`config.mk`:
```
export PLATFORM = sky130hd
export DESIGN_NAME = flash_host
export DESIGN_NICKNAME = d
export VERILOG_FILES = /design/src/shared/flash_host_pkg.sv /design/src/core/sync_stage.sv /design/src/core/flash_host.sv
export SDC_FILE = /design/constraint.sdc
export NUM_CORES = 1
export LEC_CHECK = 0
export BUFFER_PORTS_ARGS = -buffer_cell sky130_fd_sc_hd__buf_2
export CAP_MARGIN = 40
export CORE_ASPECT_RATIO = 1.2
export CORE_UTILIZATION = 51
export DETAILED_ROUTE_END_ITERATION = 6
export PLACE_DENSITY_LB_ADDON = 0.15
export SYNTH_ARGS = -nofsm -noshare
export SYNTH_HDL_FRONTEND = slang
export SYNTH_SLANG_ARGS = --single-unit
```
`constraint.sdc`:
```
create_clock -name clk_sys -period 3.45 [get_ports clk_sys]
set_clock_uncertainty 0.05 [all_clocks]
set_input_delay 0.69 -clock clk_sys [delete_from_list [all_inputs] [get_ports clk_sys]]
set_output_delay 0.69 -clock clk_sys [all_outputs]
set_load 0.05 [all_outputs]
```
`src/shared/flash_host_pkg.sv`:
```
// Constants, command codes, status layout and register map for the
// flash command host.
// Assumes a 10 MHz system clock; all pin timing is derived from it.
package flash_host_pkg;

   // System clock
   localparam int CLK_PERIOD_NS = 100;

   // Pin timing in nanoseconds; least times, rounded up to cycles
   localparam int T_SETUP_NS = 100;
   localparam int T_WE_PULSE_NS = 100;
   localparam int T_HOLD_NS = 100;
   localparam int T_ACCESS_NS = 200;
   localparam int T_GAP_NS = 100;
   localparam int SYNC_CYC = 2;

   localparam int SETUP_RAW = (T_SETUP_NS + CLK_PERIOD_NS - 1) / CLK_PERIOD_NS;
   localparam int WE_RAW = (T_WE_PULSE_NS + CLK_PERIOD_NS - 1) / CLK_PERIOD_NS;
   localparam int HOLD_RAW = (T_HOLD_NS + CLK_PERIOD_NS - 1) / CLK_PERIOD_NS;
   localparam int ACC_RAW = (T_ACCESS_NS + CLK_PERIOD_NS - 1) / CLK_PERIOD_NS;
   localparam int GAP_RAW = (T_GAP_NS + CLK_PERIOD_NS - 1) / CLK_PERIOD_NS;

   localparam int SETUP_CYC = (SETUP_RAW < 1) ? 1 : SETUP_RAW;
   localparam int WE_CYC = (WE_RAW < 1) ? 1 : WE_RAW;
   localparam int HOLD_CYC = (HOLD_RAW < 1) ? 1 : HOLD_RAW;
   localparam int ACC_CYC = (ACC_RAW < 1) ? 1 : ACC_RAW;
   localparam int GAP_CYC = (GAP_RAW < 1) ? 1 : GAP_RAW;

   // Phase timer loads
   localparam int TMR_W = 4;
   localparam logic [TMR_W-1:0] TMR_ZERO = 4'h0;
   localparam logic [TMR_W-1:0] TMR_ONE = 4'h1;
   localparam logic [TMR_W-1:0] SETUP_LOAD = TMR_W'(SETUP_CYC - 1);
   localparam logic [TMR_W-1:0] WE_LOAD = TMR_W'(WE_CYC - 1);
   localparam logic [TMR_W-1:0] HOLD_LOAD = TMR_W'(HOLD_CYC - 1);
   localparam logic [TMR_W-1:0] READ_LOAD = TMR_W'(ACC_CYC + SYNC_CYC - 1);
   localparam logic [TMR_W-1:0] GAP_LOAD = TMR_W'(GAP_CYC - 1);

   // Flash command codes
   localparam logic [7:0] CMD_READ_ARRAY = 8'hFF;
   localparam logic [7:0] CMD_READ_ID = 8'h90;
   localparam logic [7:0] CMD_READ_STATUS = 8'h70;
   localparam logic [7:0] CMD_CLEAR_STATUS = 8'h50;
   localparam logic [7:0] CMD_PROGRAM_SETUP = 8'h40;
   localparam logic [7:0] CMD_PROGRAM_ALT = 8'h10;
   localparam logic [7:0] CMD_ERASE_SETUP = 8'h20;
   localparam logic [7:0] CMD_ERASE_CONFIRM = 8'hD0;
   localparam logic [7:0] CMD_ERASE_SUSPEND = 8'hB0;
   localparam logic [7:0] CMD_ERASE_RESUME = 8'hD0;
   localparam logic [7:0] CMD_UPPER_BYTE = 8'h00;

   // Flash status byte layout
   localparam int SR_READY_BIT = 7;
   localparam int SR_PAUSED_BIT = 6;
   localparam int SR_ERASE_FAIL_BIT = 5;
   localparam int SR_PROG_FAIL_BIT = 4;
   localparam int SR_SUPPLY_LOW_BIT = 3;
   localparam logic [7:0] SR_USED_MASK = 8'hF8;
   localparam logic [7:0] SR_RESET = 8'h00;

   // Host operations
   typedef enum logic [2:0] {
      OP_READ_ARRAY  = 3'b000,
      OP_READ_ID     = 3'b001,
      OP_READ_STATUS = 3'b010,
      OP_CLEAR       = 3'b011,
      OP_PROGRAM     = 3'b100,
      OP_ERASE       = 3'b101,
      OP_SUSPEND     = 3'b110,
      OP_RESUME      = 3'b111
   } op_type;

   // Kind of one bus step in an operation
   typedef enum logic [1:0] {
      KIND_WRITE = 2'b00,
      KIND_READ  = 2'b01,
      KIND_POLL  = 2'b10,
      KIND_END   = 2'b11
   } kind_type;

   // Host register map
   localparam int REG_ADR_W = 8;
   localparam logic [REG_ADR_W-1:0] REG_CMD = 8'h00;
   localparam logic [REG_ADR_W-1:0] REG_ADDR = 8'h04;
   localparam logic [REG_ADR_W-1:0] REG_WDATA = 8'h08;
   localparam logic [REG_ADR_W-1:0] REG_RDATA = 8'h0C;
   localparam logic [REG_ADR_W-1:0] REG_STATUS = 8'h10;

   // Field positions
   localparam int CMD_OP_LSB = 0;
   localparam int CMD_ALT_BIT = 4;
   localparam int STAT_BUSY_BIT = 0;
   localparam int STAT_DONE_BIT = 1;
   localparam int STAT_ERR_BIT = 2;
   localparam int STAT_BYTE_LSB = 8;
   localparam logic [31:0] REG_ZERO = 32'h0000_0000;

endpackage

```
`src/core/sync_stage.sv`:
```
// Two-flop synchroniser for a bus of pin inputs.
// Assumes the inputs are asynchronous to clk_sys.
`timescale 1ns/1ps
module sync_stage #(
   parameter int WIDTH = 16
) (
   input  wire logic             clk_sys,
   input  wire logic             arst_n,
   input  wire logic             clkEn,
   input  wire logic [WIDTH-1:0] asyncIn,
   output logic      [WIDTH-1:0] syncOut
);

   logic [WIDTH-1:0] meta_r;

   // First stage is read only by the second
   always_ff @(posedge clk_sys or negedge arst_n) begin
      if (!arst_n) begin
         meta_r  <= '0;
         syncOut <= '0;
      end else if (clkEn) begin
         meta_r  <= asyncIn;
         syncOut <= meta_r;
      end
   end

endmodule // sync_stage

```
`src/core/flash_host.sv`:
```
// Host controller that runs flash command sequences on the parallel pins.
// Assumes a flash on the pins and software on the plain register port.
//
// The address map and the plain strobed port were left to the implementer.
`timescale 1ns/1ps
module flash_host #(
   parameter int ADDR_W = 18,
   parameter int DATA_W = 16
) (
   input  wire logic                             clk_sys,
   input  wire logic                             arst_n,
   input  wire logic                             clkEn,
   input  wire logic [flash_host_pkg::REG_ADR_W-1:0] regAddr,
   input  wire logic [31:0]                      regWrData,
   input  wire logic                             regWrStb,
   input  wire logic                             regRdStb,
   output logic      [31:0]                      regRdData,
   output logic      [ADDR_W-1:0]                flashAddr,
   output logic      [DATA_W-1:0]                flashDqOut,
   output logic                                  flashDqOe,
   input  wire logic [DATA_W-1:0]                flashDqIn,
   output logic                                  flashCeN,
   output logic                                  flashOeN,
   output logic                                  flashWeN
);

   typedef enum logic [2:0] {
      ST_IDLE   = 3'b000,
      ST_NEXT   = 3'b001,
      ST_WSET   = 3'b010,
      ST_WPULSE = 3'b011,
      ST_WHOLD  = 3'b100,
      ST_RWAIT  = 3'b101,
      ST_GAP    = 3'b110
   } bus_state_type;

   bus_state_type                        state_r;
   bus_state_type                        state_nxt;
   flash_host_pkg::op_type               op_r;
   flash_host_pkg::op_type               op_nxt;
   logic                                 alt_r;
   logic                                 alt_nxt;
   logic [1:0]                           step_r;
   logic [1:0]                           step_nxt;
   logic [flash_host_pkg::TMR_W-1:0]     timer_r;
   logic [flash_host_pkg::TMR_W-1:0]     timer_nxt;
   logic [ADDR_W-1:0]                    addr_r;
   logic [ADDR_W-1:0]                    addr_nxt;
   logic [DATA_W-1:0]                    wdata_r;
   logic [DATA_W-1:0]                    wdata_nxt;
   logic [DATA_W-1:0]                    rdVal_r;
   logic [DATA_W-1:0]                    rdVal_nxt;
   logic [7:0]                           statByte_r;
   logic [7:0]                           statByte_nxt;
   logic                                 done_r;
   logic                                 done_nxt;
   logic [31:0]                          regRdData_nxt;
   logic [ADDR_W-1:0]                    flashAddr_nxt;
   logic [DATA_W-1:0]                    flashDqOut_nxt;
   logic                                 flashDqOe_nxt;
   logic                                 flashCeN_nxt;
   logic                                 flashOeN_nxt;
   logic                                 flashWeN_nxt;
   logic [DATA_W-1:0]                    dqSync;
   flash_host_pkg::kind_type             stepKind;
   logic [DATA_W-1:0]                    stepData;
   logic                                 busy;
   logic                                 opError;
   logic                                 doneSet;
   logic [7:0]                           readStat;

   sync_stage #(
      .WIDTH (DATA_W)
   ) u_dq_sync (
      .clk_sys (clk_sys),
      .arst_n  (arst_n),
      .clkEn   (clkEn),
      .asyncIn (flashDqIn),
      .syncOut (dqSync)
   );

   assign busy = (state_r != ST_IDLE);
   // Status bits above the reserved field only; upper data byte ignored
   assign readStat = dqSync[7:0] & flash_host_pkg::SR_USED_MASK;
   // Any error flag in the last status byte
   assign opError = statByte_r[flash_host_pkg::SR_ERASE_FAIL_BIT]
                  | statByte_r[flash_host_pkg::SR_PROG_FAIL_BIT]
                  | statByte_r[flash_host_pkg::SR_SUPPLY_LOW_BIT];

   // Bus step table per operation
   always_comb begin
      stepKind = flash_host_pkg::KIND_END;
      stepData = {flash_host_pkg::CMD_UPPER_BYTE, flash_host_pkg::CMD_READ_ARRAY};
      case (op_r)
         flash_host_pkg::OP_READ_ARRAY: begin
            stepData = {flash_host_pkg::CMD_UPPER_BYTE,
                        flash_host_pkg::CMD_READ_ARRAY};
            stepKind = (step_r == 2'b00) ? flash_host_pkg::KIND_WRITE
                     : (step_r == 2'b01) ? flash_host_pkg::KIND_READ
                     : flash_host_pkg::KIND_END;
         end
         flash_host_pkg::OP_READ_ID: begin
            stepData = {flash_host_pkg::CMD_UPPER_BYTE,
                        flash_host_pkg::CMD_READ_ID};
            stepKind = (step_r == 2'b00) ? flash_host_pkg::KIND_WRITE
                     : (step_r == 2'b01) ? flash_host_pkg::KIND_READ
                     : flash_host_pkg::KIND_END;
         end
         flash_host_pkg::OP_READ_STATUS: begin
            stepData = {flash_host_pkg::CMD_UPPER_BYTE,
                        flash_host_pkg::CMD_READ_STATUS};
            stepKind = (step_r == 2'b00) ? flash_host_pkg::KIND_WRITE
                     : (step_r == 2'b01) ? flash_host_pkg::KIND_READ
                     : flash_host_pkg::KIND_END;
         end
         flash_host_pkg::OP_CLEAR: begin
            stepData = {flash_host_pkg::CMD_UPPER_BYTE,
                        flash_host_pkg::CMD_CLEAR_STATUS};
            stepKind = (step_r == 2'b00) ? flash_host_pkg::KIND_WRITE
                     : flash_host_pkg::KIND_END;
         end
         flash_host_pkg::OP_PROGRAM: begin
            if (step_r == 2'b00) begin
               stepKind = flash_host_pkg::KIND_WRITE;
               stepData = {flash_host_pkg::CMD_UPPER_BYTE,
                           alt_r ? flash_host_pkg::CMD_PROGRAM_ALT
                                 : flash_host_pkg::CMD_PROGRAM_SETUP};
            end else if (step_r == 2'b01) begin
               stepKind = flash_host_pkg::KIND_WRITE;
               stepData = wdata_r;
            end else if (step_r == 2'b10) begin
               stepKind = flash_host_pkg::KIND_POLL;
            end else begin
               stepKind = flash_host_pkg::KIND_END;
            end
         end
         flash_host_pkg::OP_ERASE: begin
            if (step_r == 2'b00) begin
               stepKind = flash_host_pkg::KIND_WRITE;
               stepData = {flash_host_pkg::CMD_UPPER_BYTE,
                           flash_host_pkg::CMD_ERASE_SETUP};
            end else if (step_r == 2'b01) begin
               stepKind = flash_host_pkg::KIND_WRITE;
               stepData = {flash_host_pkg::CMD_UPPER_BYTE,
                           flash_host_pkg::CMD_ERASE_CONFIRM};
            end else if (step_r == 2'b10) begin
               stepKind = flash_host_pkg::KIND_POLL;
            end else begin
               stepKind = flash_host_pkg::KIND_END;
            end
         end
         flash_host_pkg::OP_SUSPEND: begin
            stepData = {flash_host_pkg::CMD_UPPER_BYTE,
                        flash_host_pkg::CMD_ERASE_SUSPEND};
            stepKind = (step_r == 2'b00) ? flash_host_pkg::KIND_WRITE
                     : (step_r == 2'b01) ? flash_host_pkg::KIND_POLL
                     : flash_host_pkg::KIND_END;
         end
         flash_host_pkg::OP_RESUME: begin
            stepData = {flash_host_pkg::CMD_UPPER_BYTE,
                        flash_host_pkg::CMD_ERASE_RESUME};
            stepKind = (step_r == 2'b00) ? flash_host_pkg::KIND_WRITE
                     : flash_host_pkg::KIND_END;
         end
         default: begin
            stepKind = flash_host_pkg::KIND_END;
         end
      endcase
   end

   // Register port and bus sequencer
   always_comb begin
      state_nxt      = state_r;
      op_nxt         = op_r;
      alt_nxt        = alt_r;
      step_nxt       = step_r;
      timer_nxt      = timer_r;
      addr_nxt       = addr_r;
      wdata_nxt      = wdata_r;
      rdVal_nxt      = rdVal_r;
      statByte_nxt   = statByte_r;
      done_nxt       = done_r;
      doneSet        = 1'b0;
      regRdData_nxt  = flash_host_pkg::REG_ZERO;
      flashAddr_nxt  = flashAddr;
      flashDqOut_nxt = flashDqOut;
      flashDqOe_nxt  = flashDqOe;
      flashCeN_nxt   = flashCeN;
      flashOeN_nxt   = flashOeN;
      flashWeN_nxt   = flashWeN;

      if (regRdStb) begin
         case (regAddr)
            flash_host_pkg::REG_ADDR:  regRdData_nxt = 32'(addr_r);
            flash_host_pkg::REG_WDATA: regRdData_nxt = 32'(wdata_r);
            flash_host_pkg::REG_RDATA: regRdData_nxt = 32'(rdVal_r);
            flash_host_pkg::REG_STATUS: begin
               regRdData_nxt[flash_host_pkg::STAT_BUSY_BIT] = busy;
               regRdData_nxt[flash_host_pkg::STAT_DONE_BIT] = done_r;
               regRdData_nxt[flash_host_pkg::STAT_ERR_BIT]  = opError;
               regRdData_nxt[flash_host_pkg::STAT_BYTE_LSB +: 8] = statByte_r;
            end
            default: regRdData_nxt = flash_host_pkg::REG_ZERO;
         endcase
      end

      // Address and data writes are refused while busy
      if (regWrStb && !busy) begin
         case (regAddr)
            flash_host_pkg::REG_ADDR:  addr_nxt = regWrData[ADDR_W-1:0];
            flash_host_pkg::REG_WDATA: wdata_nxt = regWrData[DATA_W-1:0];
            flash_host_pkg::REG_CMD: begin
               op_nxt = flash_host_pkg::op_type'(
                  regWrData[flash_host_pkg::CMD_OP_LSB +: 3]);
               alt_nxt   = regWrData[flash_host_pkg::CMD_ALT_BIT];
               step_nxt  = 2'b00;
               done_nxt  = 1'b0;
               state_nxt = ST_NEXT;
            end
            default: ;
         endcase
      end
      if (regWrStb && regAddr == flash_host_pkg::REG_STATUS
          && regWrData[flash_host_pkg::STAT_DONE_BIT]) begin
         done_nxt = 1'b0;
      end

      case (state_r)
         ST_IDLE: ;
         ST_NEXT: begin
            flashAddr_nxt = addr_r;
            if (stepKind == flash_host_pkg::KIND_WRITE) begin
               flashDqOut_nxt = stepData;
               flashDqOe_nxt  = 1'b1;
               flashCeN_nxt   = 1'b0;
               timer_nxt      = flash_host_pkg::SETUP_LOAD;
               state_nxt      = ST_WSET;
            end else if (stepKind == flash_host_pkg::KIND_END) begin
               doneSet   = 1'b1;
               state_nxt = ST_IDLE;
            end else begin
               flashCeN_nxt = 1'b0;
               flashOeN_nxt = 1'b0;
               timer_nxt    = flash_host_pkg::READ_LOAD;
               state_nxt    = ST_RWAIT;
            end
         end
         ST_WSET: begin
            if (timer_r == flash_host_pkg::TMR_ZERO) begin
               flashWeN_nxt = 1'b0;
               timer_nxt    = flash_host_pkg::WE_LOAD;
               state_nxt    = ST_WPULSE;
            end else begin
               timer_nxt = timer_r - flash_host_pkg::TMR_ONE;
            end
         end
         ST_WPULSE: begin
            if (timer_r == flash_host_pkg::TMR_ZERO) begin
               flashWeN_nxt = 1'b1;
               timer_nxt    = flash_host_pkg::HOLD_LOAD;
               state_nxt    = ST_WHOLD;
            end else begin
               timer_nxt = timer_r - flash_host_pkg::TMR_ONE;
            end
         end
         ST_WHOLD: begin
            if (timer_r == flash_host_pkg::TMR_ZERO) begin
               flashCeN_nxt  = 1'b1;
               flashDqOe_nxt = 1'b0;
               step_nxt      = step_r + 2'b01;
               timer_nxt     = flash_host_pkg::GAP_LOAD;
               state_nxt     = ST_GAP;
            end else begin
               timer_nxt = timer_r - flash_host_pkg::TMR_ONE;
            end
         end
         ST_RWAIT: begin
            if (timer_r == flash_host_pkg::TMR_ZERO) begin
               // Strobes rise so the next poll gets a fresh edge
               flashCeN_nxt = 1'b1;
               flashOeN_nxt = 1'b1;
               rdVal_nxt    = dqSync;
               if (stepKind == flash_host_pkg::KIND_POLL
                   || op_r == flash_host_pkg::OP_READ_STATUS) begin
                  statByte_nxt = readStat;
               end
               // Poll again while the flash reports busy
               if (stepKind == flash_host_pkg::KIND_POLL
                   && !dqSync[flash_host_pkg::SR_READY_BIT]) begin
                  step_nxt = step_r;
               end else begin
                  step_nxt = step_r + 2'b01;
               end
               timer_nxt = flash_host_pkg::GAP_LOAD;
               state_nxt = ST_GAP;
            end else begin
               timer_nxt = timer_r - flash_host_pkg::TMR_ONE;
            end
         end
         ST_GAP: begin
            if (timer_r == flash_host_pkg::TMR_ZERO) begin
               state_nxt = ST_NEXT;
            end else begin
               timer_nxt = timer_r - flash_host_pkg::TMR_ONE;
            end
         end
         default: state_nxt = ST_IDLE;
      endcase

      // Completion wins over a software clear in the same cycle
      if (doneSet) begin
         done_nxt = 1'b1;
      end
   end

   always_ff @(posedge clk_sys or negedge arst_n) begin
      if (!arst_n) begin
         state_r    <= ST_IDLE;
         op_r       <= flash_host_pkg::OP_READ_ARRAY;
         alt_r      <= 1'b0;
         step_r     <= 2'b00;
         timer_r    <= flash_host_pkg::TMR_ZERO;
         addr_r     <= '0;
         wdata_r    <= '0;
         rdVal_r    <= '0;
         statByte_r <= flash_host_pkg::SR_RESET;
         done_r     <= 1'b0;
         regRdData  <= flash_host_pkg::REG_ZERO;
         flashAddr  <= '0;
         flashDqOut <= '0;
         flashDqOe  <= 1'b0;
         flashCeN   <= 1'b1;
         flashOeN   <= 1'b1;
         flashWeN   <= 1'b1;
      end else if (clkEn) begin
         state_r    <= state_nxt;
         op_r       <= op_nxt;
         alt_r      <= alt_nxt;
         step_r     <= step_nxt;
         timer_r    <= timer_nxt;
         addr_r     <= addr_nxt;
         wdata_r    <= wdata_nxt;
         rdVal_r    <= rdVal_nxt;
         statByte_r <= statByte_nxt;
         done_r     <= done_nxt;
         regRdData  <= regRdData_nxt;
         flashAddr  <= flashAddr_nxt;
         flashDqOut <= flashDqOut_nxt;
         flashDqOe  <= flashDqOe_nxt;
         flashCeN   <= flashCeN_nxt;
         flashOeN   <= flashOeN_nxt;
         flashWeN   <= flashWeN_nxt;
      end
   end

endmodule // flash_host

```
-- Word level (Yosys, flattened, before mapping)
Cells that the tools add are included.
- reduce and logical (&&, ||, !) cells: 40
- add/subtract/negate cells: 2
- muxes and demuxes: 57
- bitwise operators: 2
- equality and inequality tests: 32
- operators by type and width (cell ; count):
    16-bit case mux with 8 select lines ; 1
    16-bit two-way mux ; 2
    8-bit case mux with 4 select lines ; 1
    2-bit two-way mux ; 12
    3-bit two-way mux ; 8
    3-bit equality test (second input constant) ; 7
    4-bit AND reduction ; 5
    18-bit two-way mux ; 1
    3-bit case mux with 6 select lines ; 1
    3-bit AND reduction ; 6
    8-bit by 4-bit equality test with 1-bit output (second input constant) ; 2
    4-bit two-way mux ; 4
    2-bit != test (second input constant) ; 8
    1-bit two-way mux ; 15
    5-bit case mux with 3 select lines ; 1
    3-bit by 2-bit equality test with 1-bit output (second input constant) ; 4
    3-bit case mux with 4 select lines ; 1
    4-bit case mux with 3 select lines ; 1
    3-bit nonzero test ; 4
    8-bit by 3-bit equality test with 1-bit output (second input constant) ; 1
    8-bit by 5-bit equality test with 1-bit output (second input constant) ; 1
    8-bit logical NOT ; 1
    8-bit two-way mux ; 1
    1-bit case mux with 2 select lines ; 4
    24 further kinds ; 41
- register bits after elaboration: 171
- word-level logic and storage cells: 152
- bits of input ports: 61
- output and inout port bits: 70

-- Logic depth before layout (Yosys ltp)
Gate-level depths: netlist (run 1).
- depth after elaboration: 11
- depth in mapped cells: 12
- depth with buffers taken out: 11

-- Hierarchy
A second synthesis (run 1) with hierarchy kept.
- cells, all modules: 573
- area, all modules: 7418.4 um2
- by module, submodules not included (module ; seq. area each (um2) ; area each (um2) ; instances ; cells each):
    flash_host ; 3131.8 ; 6073.3 ; 1 ; 505
    sync_stage ; 800.8 ; 1345.0 ; 1 ; 68

-- Worst setup path after synthesis (run 1)
OpenSTA, ideal clock, no wires.
- path kind: input to register
- from: in regAddr[1] (netlist bit)
- to: reg addr_r[10]
- library setup time: 127 ps
- required time: 3273 ps
- slack: 677 ps
- stages on the path: 6
- path buffers: 2
- arrival: 2595 ps
- cell sequence: or4_4 or4_4 nor3b_2 buf_4 buf_6 mux2_1
- longest elaborated chain between the ends: 2
- RTL lines (item ; RTL line ; source):
    start, declared ; flash_host.sv:13 ; input wire logic [flash_host_pkg::REG_ADR_W-1:0] regAddr,
    8-bit by 3-bit equality test with 1-bit output ; flash_host.sv:209 ; case (regAddr)
    3-bit AND reduction (no line) ; n/a ;
    end signal, assigned ; flash_host.sv:341 ; addr_r <= addr_nxt;
    end, declared ; flash_host.sv:47 ; logic [ADDR_W-1:0] addr_r;
No other way between the ends.
A chain may end at the register's enable or synchronous reset.

-- Final worst setup path (run 1)
- from: reg step_r[1]
- to: reg flashDqOut[12]
- longest elaborated chain between the ends: 7
- elaborated cells between the ends (all ways): 17
- classes of those cells: eq/ne (2); mux (12); reduce/logical (3)
- RTL lines (item ; RTL line ; source):
    start, declared ; flash_host.sv:43 ; logic [1:0] step_r;
    start signal, assigned ; flash_host.sv:339 ; step_r <= step_nxt;
    2-bit equality test ; flash_host.sv:131, flash_host.sv:146 ;
    1-bit two-way mux ; flash_host.sv:131, flash_host.sv:146 ;
    2-bit two-way mux ; flash_host.sv:142 ; end else if (step_r == 2'b01) begin
    2-bit two-way mux ; flash_host.sv:123 ; if (step_r == 2'b00) begin
    2-bit case mux with 4 select lines ; flash_host.sv:94 ; case (op_r)
    2-bit logical NOT ; flash_host.sv:232 ; if (stepKind == flash_host_pkg::KIND_WRITE) begin
    3-bit AND reduction (no line) ; n/a ;
    end signal, assigned ; flash_host.sv:348 ; flashDqOut <= flashDqOut_nxt;
    end, declared ; flash_host.sv:19 ; output logic [DATA_W-1:0] flashDqOut,
Parallel ways exist; a longest one is shown, timed or not.

==> results of run 1 <==
-- layer usage --
| layer | routed length [um] | GRT usage | vias to the layer above |
|---|---|---|---|
| met5 | 0 | 0 | - |
| met4 | 442 | 0.1111 | 0 |
| met3 | 649 | 0.04696 | 31 |
| met2 | 8181 | 0.3785 | 145 |
| met1 | 6796 | 0.3094 | 2535 |
| li1 | - | - | 2323 |
-- area by class of cell --
class | count | area [um^2] | area share
clock buffer | 19 | 442.9 | 0.05271
timing repair buffer | 118 | 649.4 | 0.07728
tap | 171 | 214.0 | 0.02546
multi-input combinational | 385 | 3018 | 0.3591
sequential | 157 | 3933 | 0.4680
inverter | 11 | 41.29 | 0.004914
clock inverter | 13 | 105.1 | 0.01251
-- synthesized netlist by cell type (3+ instances only) --
cell type,number,area [um^2]
buf_1,6,22.52
o31ai_1,5,37.54
nand2_1,33,123.9
dfstp_2,3,78.83
nor3_1,8,40.04
o211ai_1,9,67.56
dfrtp_1,154,3854
nand2b_1,5,31.28
mux2_2,109,1227
nand3b_1,12,90.09
clkbuf_1,25,93.84
and3_1,9,56.30
a31oi_1,4,25.02
nor2_1,17,63.81
o2bb2ai_1,12,105.1
a21oi_1,24,120.1
buf_4,16,120.1
or2_2,3,18.77
nor2b_1,8,50.05
or4_1,4,30.03
ha_1,8,100.1
o21ai_0,26,130.1
inv_1,10,37.54
nand3_1,10,50.05
a22oi_1,9,67.56
a22o_1,10,87.58
mux2_1,10,112.6
-- cells by family (layout without fill, tap and decap cells) --
| kind of cell | count (synthesis) | after routing | share of synthesized area |
|---|---|---|---|
| AO/OA/AOI/OAI | 111 | 111 | 0.1039 |
| adder cells (fa/ha/maj) | 8 | 8 | 0.01394 |
| buffers and inverters | 60 | 161 | 0.04095 |
| flip-flops | 157 | 157 | 0.5477 |
| multiplexers | 121 | 121 | 0.1894 |
| other | 1 | 14 | 0.0005222 |
| AND/OR/NAND/NOR | 131 | 131 | 0.1037 |
-- sequential cells by signal, indices dropped and copies added, names as in the netlist, 3 cells and up --
| signal | flops |
|---|---|
| op_r | 3 |
| regRdData | 18 |
| timer_r | 4 |
| addr_r | 18 |
| flashAddr | 18 |
| u_dq_sync.syncOut | 16 |
| flashDqOut | 16 |
| wdata_r | 16 |
| state_r | 3 |
| statByte_r | 5 |
| u_dq_sync.meta_r | 16 |
| rdVal_r | 16 |
-- per-stage QoR --
step                      worst slack, ns  instances  hold WS (ns)
after floorplan                    0.6774        602        0.3444
after global placement             0.4537        842        0.4086
after detailed placement           0.4198        842        0.4261
after CTS                          0.4531        874        0.1703
after global routing               0.2335        874        0.2013
final                              0.4286        874        0.1608
-- final timing paths --
kind	startpoint	end	slack [ns]	cells past startpoint
max	step_r[1]$_DFFE_PN0P_	flashDqOut[12]$_DFFE_PN0P_	0.43	10
min	arst_n	flashDqOut[1]$_DFFE_PN0P_	0.16	1
max reg2reg	step_r[1]$_DFFE_PN0P_	flashDqOut[12]$_DFFE_PN0P_	0.43	10
min reg2reg	flashCeN$_DFFE_PN1P_	flashCeN$_DFFE_PN1P_	0.44	2
max in group asynchronous	arst_n	flashAddr[8]$_DFFE_PN0P_	2.44	2
min in group clk_sys	regWrData[17]	addr_r[17]$_DFFE_PN0P_	0.43	2
-- power by group --
| group | internal, mW | total, mW | leakage [nW] | switching, mW |
|---|---|---|---|---|
| clock | 0.953 | 1.72 | 0.263 | 0.767 |
| combinational | 0.528 | 1.40 | 1.76 | 0.873 |
| sequential | 2.11 | 2.30 | 2.05 | 0.192 |
==> metrics.cfg, run 1 <==
[drt]
vias_per_cell=5.760
drtPass1Iterations=5
wl_per_cell_um=18.39
drtAntennaViolNets=0
wl_mm=16.07
drc_errors=0
vias=5034
first_iter_violations=284

[floorplanning]
initial_utilization=0.5218
dieArea_um2=14560
row_count=47
die_w_um=110.3
coreArea_um2=13760
die_height_um=132.0
pin_count=131

[placed_design]
numPortBuffers=102
place_hpwl_mm=11.53
place.gp.congestion=0.8552
dpl_cell_area_um2=7855

[critical_path]
cp_cell_sequence=inv_1 > ha_1 > inv_1 > o21ai_0 > a21oi_1 > a21oi_1 > ha_1 > and2_1 > and3_1 > a22o_1
cp_data_required_time_ns=3.76
cp_slowest_cell=and3_1
path_max_fanout=9
setup.worst_path.end_class=flop
crit_family=simple AND/OR/NAND/NOR gates
critical_path_class=reg2reg
start_kind=flop
path_buf_inv=2
cpPeakStageDelay_ns=0.48
arrival_ns=3.33

[global_routing]
grt_pass1_vias=5043
track_usage=0.2375
grt_max_degree=55
antenna_found_initial=0
grt_pass1_wl_mm=26.03
grt-ovfl-total=0

[sta]
max_freq_mhz=331.0
fin_tns_setup_ns=0
period_share=0.8758
worst_slew_pin_slew_ns=0.9142
rsz0062_at_grt=false
slew_headroom=0.3892
finalMaxSlewViolations=0
period_needed_ns=3.021
finalSetupViolations=0
finalHoldViolCount=0

[clocking]
post-cts-setup-buffers=0
htreeDepth=4
clockBufferDepth=2
path_clk_slew_ns=0.06
cts_root_buf=clkbuf_16
numCtsBuffers=17
clkSinkCount=157
cts_resized=0
clkLatencyLatePin_ns=0.43
cts_tree=built
postCtsHoldBufs=0

[cells_and_area]
layout_commonest_cell=dfrtp_1
fill_cells=1157
num_antenna_cells=0
area_growth_pct=17.02
layout_common_cells=dfrtp_1, mux2_2, buf_2
final_nets=759
drive_gt1_frac=0.3883
final_util=0.6107
stdcell_area_um2=8403

[run]
drv_cap=0

[yosys]
ys_async_sr_fraction=1.000
netlist_area_um2=7181
synth_seq_area_share=0.5477
yosys_warnings=0
synth_seq_cells=157
synth_top_flop_cell=dfrtp_1
avgSynthCellArea_um2=12.19
synth_cells=589
synth_edf_count=0
synth.distinct_cells=59

[power]
ir_drop_mv=0.3703
total_power_mw=5.421
powerDensity_nw_per_um2=645.1
p_leak_nw=4.073

[status]
outcome=finished, final reports clean

[min_path]
hp-class=in2async

Power figures use the tool's default switching activity.
==> run 2: changes to the inputs <==
--- a/config.mk
+++ b/config.mk
@@ -15,2 +15,3 @@
 export SYNTH_HDL_FRONTEND = slang
+export SYNTH_HIERARCHICAL = 1
 export SYNTH_SLANG_ARGS = --single-unit
==> constraint.sdc (replaced) <==
create_clock -name clk_sys -period 3.45 [get_ports clk_sys]
set_clock_uncertainty 0.05 [all_clocks]
set_input_delay 0.5175 -clock clk_sys [delete_from_list [all_inputs] [get_ports clk_sys]]
set_output_delay 0.5175 -clock clk_sys [all_outputs]
set_load 0.05 [all_outputs]
==> metrics.cfg, run 2 <==
[drt]
drc_errors=6  ; +6
wl_per_cell_um=19.86  ; +8.0%
drtPass1Iterations=6  ; +1
vias=4894  ; -2.8%
wl_mm=16.90  ; +5.2%
drtAntennaViolNets=0  ; unchanged
first_iter_violations=299  ; +5.3%
vias_per_cell=5.751  ; -0.15%

[clocking]
clockBufferDepth=2  ; unchanged
post-cts-setup-buffers=0  ; unchanged
cts_resized=0  ; unchanged
numCtsBuffers=17  ; unchanged
htreeDepth=4  ; unchanged
clkSinkCount=157  ; unchanged
postCtsHoldBufs=0  ; unchanged
cts_tree=built
path_clk_slew_ns=0.06  ; about the same
clkLatencyLatePin_ns=0.42  ; about the same
cts_root_buf=clkbuf_16

[cells_and_area]
fill_cells=1151  ; -0.52%
drive_gt1_frac=0.3912  ; +0.002841
fin_cells=851  ; -2.6%
reg_top3=addr_r: 18 flops, flashAddr: 18 flops, regRdData: 18 flops
layout_commonest_cell=dfrtp_1
final_util=0.6065  ; -0.004184
layout_common_cells=dfrtp_1, buf_2, mux2_2
num_antenna_cells=0  ; unchanged
area_growth_pct=14.42
final_nets=737  ; -2.9%

[yosys]
synth.distinct_cells=67  ; +14%
synth_cells=573  ; -2.7%
yosys_warnings=6  ; +6
netlist_area_um2=7418  ; +3.3%
ys_async_sr_fraction=1.000  ; unchanged
synth_top_area_frac=0.5195  ; -0.01720
synthMostInstantiatedCell=dfrtp_1
synth.area.top_cells=dfrtp_1, mux2_4, mux2_2
synth_top_cell_by_area=dfrtp_1
synth_edf_count=0  ; unchanged
synth_seq_cells=157  ; unchanged
synthTopCellsByCount=dfrtp_1, mux2_2, mux2_4
avgSynthCellArea_um2=12.95  ; +6.2%
synth_top_flop_cell=dfrtp_1
synth_seq_area_share=0.5301  ; -0.01755

[sta]
setup_ws_ns=0.5116  ; +0.08297 ns
period_needed_ns=2.938  ; -0.08297 ns
finalHoldViolCount=4  ; +4
finalMaxSlewViolations=0  ; unchanged
period_share=0.8517  ; -0.02405
max_freq_mhz=340.3  ; +2.8%
whs_ns=-0.004511  ; -0.1653 ns
slew_headroom=0.4904  ; +0.1012
worst_slew_pin_slew_ns=0.7644  ; -0.1498 ns
finalSetupViolations=0  ; unchanged
rsz0062_at_grt=false
fin_tns_setup_ns=0  ; unchanged

[power]
total_power_mw=5.391  ; -0.56%
powerDensity_nw_per_um2=635.1  ; -1.6%
p_leak_nw=4.289  ; +5.3%
ir_drop_mv=0.2917  ; -21%

[floorplanning]
pin_count=131  ; unchanged
initial_utilization=0.5300  ; +0.008215
die_w_um=112.1  ; +1.6%
coreArea_um2=14000  ; +1.7%
die_height_um=134.1  ; +1.6%
dieArea_um2=15030  ; +3.2%
row_count=47  ; unchanged

[critical_path]
start_kind=flop
setup.worst_path.end_class=flop
path_max_fanout=8  ; -1
arrival_ns=3.24  ; -0.09 ns
ff2ff_setup_slack_ns=0.51  ; +0.08 ns
cp_data_required_time_ns=3.75  ; about the same
critical_path_class=reg2reg

[global_routing]
grt-ovfl-total=0  ; unchanged
antenna_found_initial=0  ; unchanged
grt_pass1_vias=4851  ; -3.8%
track_usage=0.2392  ; +0.001702
grt_max_degree=77  ; +40%
grt_pass1_wl_mm=27.08  ; +4.0%

[min_path]
hp-class=in2async

[placed_design]
dp_slack_ns=0.5485  ; +0.1287 ns
numPortBuffers=102  ; unchanged
dpl.cell_count=820  ; -2.6%
place_hpwl_mm=11.98  ; +3.8%
place.gp.congestion=0.8254  ; -3.5%

[status]
outcome=complete, but fails checks
violations=design-rule violations, negative hold slack

[run]
drv_cap=0  ; unchanged

-- run 2: cell types whose count changed in the layout (fill, tap and decap cells not counted), moves of 6 or more --
cell	change
mux2_2	-47
buf_4	-8
mux2_1	-10
nand2_1	-13
mux2i_1	+14
nand3b_1	-11
o211ai_1	-7
o221ai_1	+6
mux2_4	+50
-- run 2: cell type report --
| type | instances | area [um^2] | share of cell area |
|---|---|---|---|
| multi-input cells | 367 | 3141 | 0.3700 |
| clock buffers | 25 | 495.5 | 0.05837 |
| clock inverters | 6 | 60.06 | 0.007075 |
| repair buffers | 110 | 589.3 | 0.06943 |
| flip-flops and latches | 157 | 3933 | 0.4633 |
| well taps | 171 | 214.0 | 0.02521 |
| inverters | 15 | 56.30 | 0.006633 |
-- run 2: final timing paths --
check,startpoint,endpoint,cells after the start
max in group asynchronous,arst_n,regRdData[10]$_DFFE_PN0P_,2
max reg2reg,step_r[1]$_DFFE_PN0P_,flashDqOut[14]$_DFFE_PN0P_,11
max,step_r[1]$_DFFE_PN0P_,flashDqOut[14]$_DFFE_PN0P_,11
min in group clk_sys,flashDqIn[2],u_dq_sync/meta_r[2]$_DFFE_PN0P_,2
min,arst_n,flashDqOut[2]$_DFFE_PN0P_,1
min reg2reg,flashDqOut[6]$_DFFE_PN0P_,flashDqOut[6]$_DFFE_PN0P_,2
-- run 2: power breakdown --
part	internal [mW]	switching (mW)
Sequential	2.06	0.229
Clock	1.06	0.703
Combinational	0.516	0.818
Total	3.64	1.75
-- run 2: routing by layer --
metal  global-route usage  routed length, um  up-vias
met4              0.09481                453        0
li1                     -                  -     2235
met1               0.3170               7360     2481
met3              0.05468                884       27
met5                    0                  0        -
met2               0.3834               8203      151
-- run 2: stage by stage --
step	hold WS [ns]	cell area [um^2]
finish	-0.004511	8488
detailed placement	0.4139	7933
CTS	0.007250	8488
global placement	0.4102	7933
global route	0.02640	8488
floorplan	0.1719	7467
-- run 2: cell families after synthesis --
family                   Yosys count  share of synthesized area
flip-flops                       157                     0.5301
adder cells (fa/ha/maj)            8                    0.01349
buffers and inverters             62                    0.05313
AND/OR/NAND/NOR                  107                    0.08298
AO/OA/AOI/OAI                    109                     0.1017
other                              1                  0.0005055
multiplexers                     128                     0.2169
XOR/XNOR                           1                   0.001181
-- run 2: worst max-delay path, cell delays in order (launching register included) --
cell and delay (ns):
dfrtp_1 0.39, inv_1 0.10, ha_1 0.28, nand2b_1 0.13, nand2_1 0.09, a21oi_1 0.08
a21oi_1 0.20, ha_1 0.26, and3b_1 0.21, and2_1 0.33, and3_1 0.53, a22o_1 0.21
